<file path="src/verilog/uhsm_pkg.sv">
// package of the high-speed link state monitor: states, boost codes, chirp timing
// assumes a 250 MHz local sampling clock
package uhsm_pkg;

    // ************************************************************
    // timing
    // ************************************************************
    localparam int CLK_MHZ = 250;
    localparam int CHIRP_MIN_US = 18;
    localparam int CHIRP_MAX_US = 128;
    localparam int CHIRP_MIN_CYC = CHIRP_MIN_US * CLK_MHZ;
    localparam int CHIRP_MAX_CYC = CHIRP_MAX_US * CLK_MHZ;
    localparam int CNT_W = 16;

    // ************************************************************
    // boost level codes
    // ************************************************************
    localparam logic [1:0] BOOST_LVL0 = 2'h0;
    localparam logic [1:0] BOOST_MIN = 2'h3;

    // ************************************************************
    // link states
    // ************************************************************
    typedef enum logic [5:0] {
        ST_UNCONN = 6'b00_0001,
        ST_ATTACH = 6'b00_0010,
        ST_CHIRP_J = 6'b00_0100,
        ST_CHIRP_K = 6'b00_1000,
        ST_HS_WAIT = 6'b01_0000,
        ST_HS = 6'b10_0000
    } uhsm_state_e;

    // line-state observations from the analog front end, either port
    typedef struct packed {
        logic pullup_seen;
        logic disconnect;
        logic suspend;
        logic bus_reset;
        logic chirp_j;
        logic chirp_k;
        logic squelch;
        logic fixture_seen;
        logic test_packet;
    } uhsm_line_s;

    // boost pin sense: level pins valid, floating flag
    typedef struct packed {
        logic floating;
        logic [1:0] level;
    } uhsm_boost_s;

    typedef struct packed {
        uhsm_state_e state;
        uhsm_line_s line_meta;
        uhsm_line_s line_sync;
        logic [CNT_W-1:0] chirp_cnt;
        logic chirp_ok;
        logic sample_pend;
        logic [1:0] boost;
        logic hs_flag;
        logic attach_flag;
        logic en_d;
    } uhsm_reg_s;

endpackage

</file>
<file path="src/verilog/uhsm_link_monitor.sv">
// link state monitor of a two-port high-speed signal conditioner
// assumes line detections come from an analog front end, port-agnostic
`timescale 1ns/1ps
`default_nettype none

module uhsm_link_monitor #(
    parameter int CHIRP_MIN_CYC = uhsm_pkg::CHIRP_MIN_CYC,
    parameter int CHIRP_MAX_CYC = uhsm_pkg::CHIRP_MAX_CYC
) (
    input wire logic clk_in,
    input wire logic srst_in,
    input wire logic clk_en_in,
    input wire logic chip_disable_n_in,
    input wire uhsm_pkg::uhsm_boost_s boost_level_select_in,
    input wire uhsm_pkg::uhsm_line_s port_a_line_in,
    input wire uhsm_pkg::uhsm_line_s port_b_line_in,
    output logic high_speed_active_flag_out,
    output logic attach_detect_flag_out,
    output logic core_regulator_output_out,
    output logic hs_boost_enable_out,
    output logic [1:0] boost_level_out
);

    // ************************************************************
    // state
    // ************************************************************
    uhsm_pkg::uhsm_reg_s cur_ff;
    uhsm_pkg::uhsm_reg_s nxt_ff;
    uhsm_pkg::uhsm_line_s line_any;
    logic [uhsm_pkg::CNT_W-1:0] cnt_inc;
    logic chirp_in_win;

    assign line_any = port_a_line_in | port_b_line_in;
    assign cnt_inc = cur_ff.chirp_cnt + {{(uhsm_pkg::CNT_W-1){1'b0}}, 1'b1};
    assign chirp_in_win = (32'(cur_ff.chirp_cnt) >= CHIRP_MIN_CYC) && (32'(cur_ff.chirp_cnt) <= CHIRP_MAX_CYC);

    always_comb begin
        nxt_ff = cur_ff;
        nxt_ff.line_meta = line_any;
        nxt_ff.line_sync = cur_ff.line_meta;
        nxt_ff.en_d = chip_disable_n_in;
        if (chip_disable_n_in && !cur_ff.en_d) begin
            nxt_ff.sample_pend = 1'b1;
        end
        if (cur_ff.sample_pend && chip_disable_n_in) begin
            nxt_ff.sample_pend = 1'b0;
            if (boost_level_select_in.floating) begin
                nxt_ff.boost = uhsm_pkg::BOOST_MIN;
            end else begin
                nxt_ff.boost = boost_level_select_in.level;
            end
        end
        if (cur_ff.chirp_cnt != {uhsm_pkg::CNT_W{1'b1}}) begin
            nxt_ff.chirp_cnt = cnt_inc;
        end
        case (cur_ff.state)
            uhsm_pkg::ST_UNCONN: begin
                if (cur_ff.line_sync.pullup_seen) begin
                    nxt_ff.attach_flag = 1'b1;
                    nxt_ff.state = uhsm_pkg::ST_ATTACH;
                end
                if (cur_ff.line_sync.fixture_seen) begin
                    nxt_ff.state = uhsm_pkg::ST_HS_WAIT;
                    nxt_ff.chirp_ok = 1'b0;
                end
            end
            uhsm_pkg::ST_ATTACH: begin
                if (cur_ff.line_sync.bus_reset && cur_ff.line_sync.chirp_j) begin
                    nxt_ff.state = uhsm_pkg::ST_CHIRP_J;
                    nxt_ff.chirp_cnt = '0;
                end
            end
            uhsm_pkg::ST_CHIRP_J: begin
                if (!cur_ff.line_sync.chirp_j) begin
                    if (cur_ff.line_sync.chirp_k && chirp_in_win) begin
                        nxt_ff.state = uhsm_pkg::ST_CHIRP_K;
                        nxt_ff.chirp_cnt = '0;
                    end else begin
                        nxt_ff.state = uhsm_pkg::ST_ATTACH;
                    end
                end
            end
            uhsm_pkg::ST_CHIRP_K: begin
                if (!cur_ff.line_sync.chirp_k) begin
                    nxt_ff.chirp_ok = chirp_in_win;
                    nxt_ff.state = chirp_in_win ? uhsm_pkg::ST_HS_WAIT : uhsm_pkg::ST_ATTACH;
                end
            end
            uhsm_pkg::ST_HS_WAIT: begin
                if (!cur_ff.chirp_ok && cur_ff.line_sync.test_packet) begin
                    nxt_ff.state = uhsm_pkg::ST_HS;
                    nxt_ff.hs_flag = 1'b1;
                end
                if (cur_ff.chirp_ok && cur_ff.line_sync.squelch) begin
                    nxt_ff.state = uhsm_pkg::ST_HS;
                    nxt_ff.hs_flag = 1'b1;
                end
            end
            uhsm_pkg::ST_HS: begin
                if (cur_ff.line_sync.suspend) begin
                    nxt_ff.hs_flag = 1'b0;
                    nxt_ff.chirp_ok = 1'b0;
                    nxt_ff.state = uhsm_pkg::ST_ATTACH;
                end
            end
            default: begin
                nxt_ff.state = uhsm_pkg::ST_UNCONN;
            end
        endcase
        if (cur_ff.line_sync.disconnect && cur_ff.state != uhsm_pkg::ST_UNCONN) begin
            nxt_ff.attach_flag = 1'b0;
            nxt_ff.hs_flag = 1'b0;
            nxt_ff.chirp_ok = 1'b0;
            nxt_ff.state = uhsm_pkg::ST_UNCONN;
        end
        if (!chip_disable_n_in) begin
            nxt_ff.state = uhsm_pkg::ST_UNCONN;
            nxt_ff.hs_flag = 1'b0;
            nxt_ff.attach_flag = 1'b0;
            nxt_ff.chirp_ok = 1'b0;
        end
    end

    // ************************************************************
    // registers
    // ************************************************************
    always_ff @(posedge clk_in) begin
        if (srst_in) begin
            cur_ff <= '0;
            cur_ff.state <= uhsm_pkg::ST_UNCONN;
            cur_ff.boost <= uhsm_pkg::BOOST_MIN;
            cur_ff.sample_pend <= 1'b1;
        end else if (clk_en_in) begin
            cur_ff <= nxt_ff;
        end
    end

    // ************************************************************
    // outputs
    // ************************************************************
    // flags gated by enable
    assign high_speed_active_flag_out = cur_ff.hs_flag & chip_disable_n_in;
    assign attach_detect_flag_out = cur_ff.attach_flag & chip_disable_n_in;
    assign core_regulator_output_out = cur_ff.hs_flag & chip_disable_n_in;
    assign hs_boost_enable_out = cur_ff.hs_flag & chip_disable_n_in;
    assign boost_level_out = cur_ff.boost;

endmodule

`default_nettype wire

</file>
<file path="config.mk">
export PLATFORM = sky130hd
export DESIGN_NAME = uhsm_link_monitor
export DESIGN_NICKNAME = d
export VERILOG_FILES = /design/src/verilog/uhsm_pkg.sv /design/src/verilog/uhsm_link_monitor.sv
export SDC_FILE = /design/constraint.sdc
export NUM_CORES = 1
export LEC_CHECK = 0
export BUFFER_PORTS_ARGS = -buffer_cell sky130_fd_sc_hd__clkbuf_2
export CORE_MARGIN = 3
export CORE_UTILIZATION = 60
export CTS_BUF_LIST = sky130_fd_sc_hd__clkbuf_2
export DETAILED_ROUTE_END_ITERATION = 8
export PLACE_DENSITY = 0.93
export SLEW_MARGIN = 20
export SYNTH_ARGS = -nofsm -noshare
export SYNTH_HDL_FRONTEND = slang
export SYNTH_SLANG_ARGS = --single-unit
</file>
<file path="constraint.sdc">
create_clock -name clk_in -period 2.4 [get_ports clk_in]
set_input_delay 0.12 -clock clk_in [delete_from_list [all_inputs] [get_ports clk_in]]
set_output_delay 0.12 -clock clk_in [all_outputs]
set_load 0.02 [all_outputs]
</file>
==> impl_results.md <==
* Overflow after GRT at 0
* Worst Slack Setup Final at 0.0623 ns
* Critical Path Max Stage Delay at 0.57 ns
* Reg2reg setup slack at 0.06 ns
* Min-delay worst type: input pin to flip-flop
* Met2 routed WL at 3230 um
* Vias in the first global route at between 2000 and 2500
* NumNets Final at 376
* Initial DRC count at 181
* Final Cycle Share at 97.4%
* CTS H-tree lvls at 2
* Crit path max fanout at 6
* Non-Filler Instances at 398
* Layout cells sized above 1 at 17.4%
* First-pass GRT wire length at 10400 um
* Pin count of the biggest net entering global routing at 32
* Max stage delay cell, worst path: or4_4
* Total GRT Usage at a little over a quarter
* Die area at approximately 0.0049 mm^2
* Cells after Synth at 300
* Clock slew at the register clock pins of the worst setup and hold paths at 0.25 ns
* Pre-CTS WS at 0.151 ns
* Kind of critical path: flip-flop to flip-flop
* Worst Setup Start Kind: flip-flop
* Global placement routability congestion at 0.911
* Top_reg_cell synth: dfxtp_1
* CP Depth at 6
* Worst setup path start: cur_ff[43]$_SDFFE_PP0P_
* Most common cell after layout, fill and taps aside: nor2_1
* Max_cap viols at 0
* Type of destination of the critical path: flip-flop
* Routed len/inst at 16.4 um
* Relative slew slack at 67.7%
* Setup tns final at 0 ns
* Core area at 0.00383 mm^2
* Yosys warns at 0
* Clock sinks at between 40 and 50
* Syn nets at 327
* CP cell instances: or4_4 > or2_4 > a32oi_1 > o221ai_1 > or3b_1 > a21oi_1
* Die height at ~70 um
* Top delay family on crit path: simple AND/OR/NAND/NOR gates
* Final setup fails at 0
* Tot Pwr at 1.51 mW
* Post-DP HPWL at approximately 4000 um
* Worst-Skew Late Latency at roughly 0.44 ns
* Worst-case reg-to-reg path depth at 6
* Worst slew pin tran at roughly 0.48 ns
* Synth top area share at between 30% and 40%
* Tmin final at ~2.3 ns
* Peak VDD IR at 0.516 mV
* DR vias at 2527
* CTS tree: built
* Metal3 WL at approximately 480 um
* RSZ-0062 raised after global routing: no
* Pwr dens at 512 mW/mm^2
* Syn_area_per_cell at 8.25 um^2
* Syn Std Cell Area at 0.00247 mm^2
* Asr flop ratio synth at 0%
* FP Rows at 22
* ANT cells at 0
* R2R Path End: cur_ff[6]$_SDFFE_PP0P_
* CP arrival at about 2.7 ns
* Clock buffer depth at 2
* Reg-to-Reg Start: cur_ff[43]$_SDFFE_PP0P_
* Post-synth EDFFs at 0
* Post-DP Area at approximately 0.0027 mm^2
* Final ANT Viol Nets at 0
* Most frequent cells in the layout: nor2_1 (49), dfxtp_1 (45), clkbuf_2 (35), dlygate4sd3_1 (22), nand2_1 (21)
* Yosys top cell by area: dfxtp_1
* Outcome: finished clean
* Post-CTS setup buffer count at 0
* Top sig layer: met4
* Root buf cell: clkbuf_2
* Seq cells post-synth at 47
* Crit path to: cur_ff[6]$_SDFFE_PP0P_
* Maximum clock frequency at between 0.4 and 0.5 GHz
* Max Slew Vio Count at 0
* CTS buffer count at 5
* Filler cells at 252
* Routed vias/inst at 6.35
* Initial Util at between 60 and 70%
* Post-Route WL at between 6000 and 7000 um
* Post-Place Cells at 368
* Port Buf Inserts at 30
* Met1 Routed Length at 2660 um
* Initial antenna violation count at 0
* HP Start: srst_in
* Chip Width at 70.2 um
* Crit path required time at 2.79 ns
* Final Hold Fails at 0
* Clk_skew at roughly 0.028 ns
* # IOs at 31
* Bufs and invs on worst path at 0
* Design Area, Final at 0.00295 mm^2
* P_leak at 1.16 nW
* Area grow syn2layout at 19.3%
* TritonRoute pass-1 iters at 5
* Library cells used by synthesis at 53
* Seq/Total Area, Yosys at 38.0%
* DRC Markers at 0
* Area contributors post-synth: dfxtp_1 (38%), nor2_1 (7.4%), mux2i_1 (4.9%)
report_power, final:
group	internal (mW)	leakage, nW	switching (mW)
sequential	0.813	0.385	0.0282
clock	0.176	0.0429	0.258
combinational	0.106	0.735	0.129
total	1.10	1.16	0.415
state kept, by name, indices dropped and copies added (netlist names):
name / count
boost_level_out: 2
cur_ff: 45
routing by layer:
metal,track usage [%],vias to the layer above
li1,-,1195
met1,32.5,1162
met2,45.2,146
met3,5.47,24
met4,8.72,0
met5,0,-
metrics by stage:
step / hold slack, ns / util [%]
2_1_floorplan: 0.238 / -
3_3_place_gp: 0.392 / 69.4
3_5_place_dp: 0.400 / 69.4
4_1_cts: 0.0383 / 76.9
5_1_grt: 0.0529 / 77.1
6_report: 0.0737 / 77.1
cell usage after synthesis (all sizes together), types with 9 or more instances:
library cell / number
clkbuf: 11
nand3: 9
a211oi: 13
nand4: 9
a31oi: 11
a21oi: 16
o21ai: 15
nand2: 21
nor2: 49
dfxtp: 47
mux2i: 12
inv: 11
worst min-delay path, cell delays in order:
cell and delay [ns]:
clkbuf_2 0.10, inv_1 0.16, nand2_1 0.10
logic make-up (layout without fill, tap and decap cells):
group / Yosys count / count (layout) / share of synthesized area (%)
simple gates: 124 / 124 / 25.2
compound gates: 77 / 77 / 22.4
flops: 47 / 47 / 38.0
buf+inv: 30 / 80 / 5.61
mux: 13 / 13 / 5.31
xor+xnor: 7 / 7 / 2.48
fa+ha+maj: 2 / 2 / 1.01
repair_timing:
item	CTS	global route
hold endpoints to repair	11	0
resized for setup	0	3
hold buffers	22	0
setup endpoints to repair	0	2
layout make-up:
cell class              instances  area [um^2]  area share [%]
multi-input cells             223         1400            47.4
clock inverters                 3         43.8            1.48
inverters                      11         41.3            1.40
flip-flops and latches         47          943            32.0
repair buffers                 61          438            14.8
clock buffers                   5         25.0           0.848
well taps                      48         60.1            2.03
worst min-delay path by stage:
| stage | cells after the start | slack [ns] | to |
|---|---|---|---|
| 2_1_floorplan | 1 | 0.24 | cur_ff[12]$_SDFFE_PP0P_ |
| 5_1_grt | 3 | 0.05 | cur_ff[5]$_SDFFE_PP1P_ |
| 3_5_place_dp | 3 | 0.40 | cur_ff[36]$_SDFFE_PP0P_ |
| 6_report | 3 | 0.07 | cur_ff[5]$_SDFFE_PP1P_ |
| 4_1_cts | 3 | 0.04 | cur_ff[5]$_SDFFE_PP1P_ |
| 3_3_place_gp | 3 | 0.39 | boost_level_out[0]$_SDFFE_PP1P_ |
Power figures use the tool's default switching activity.
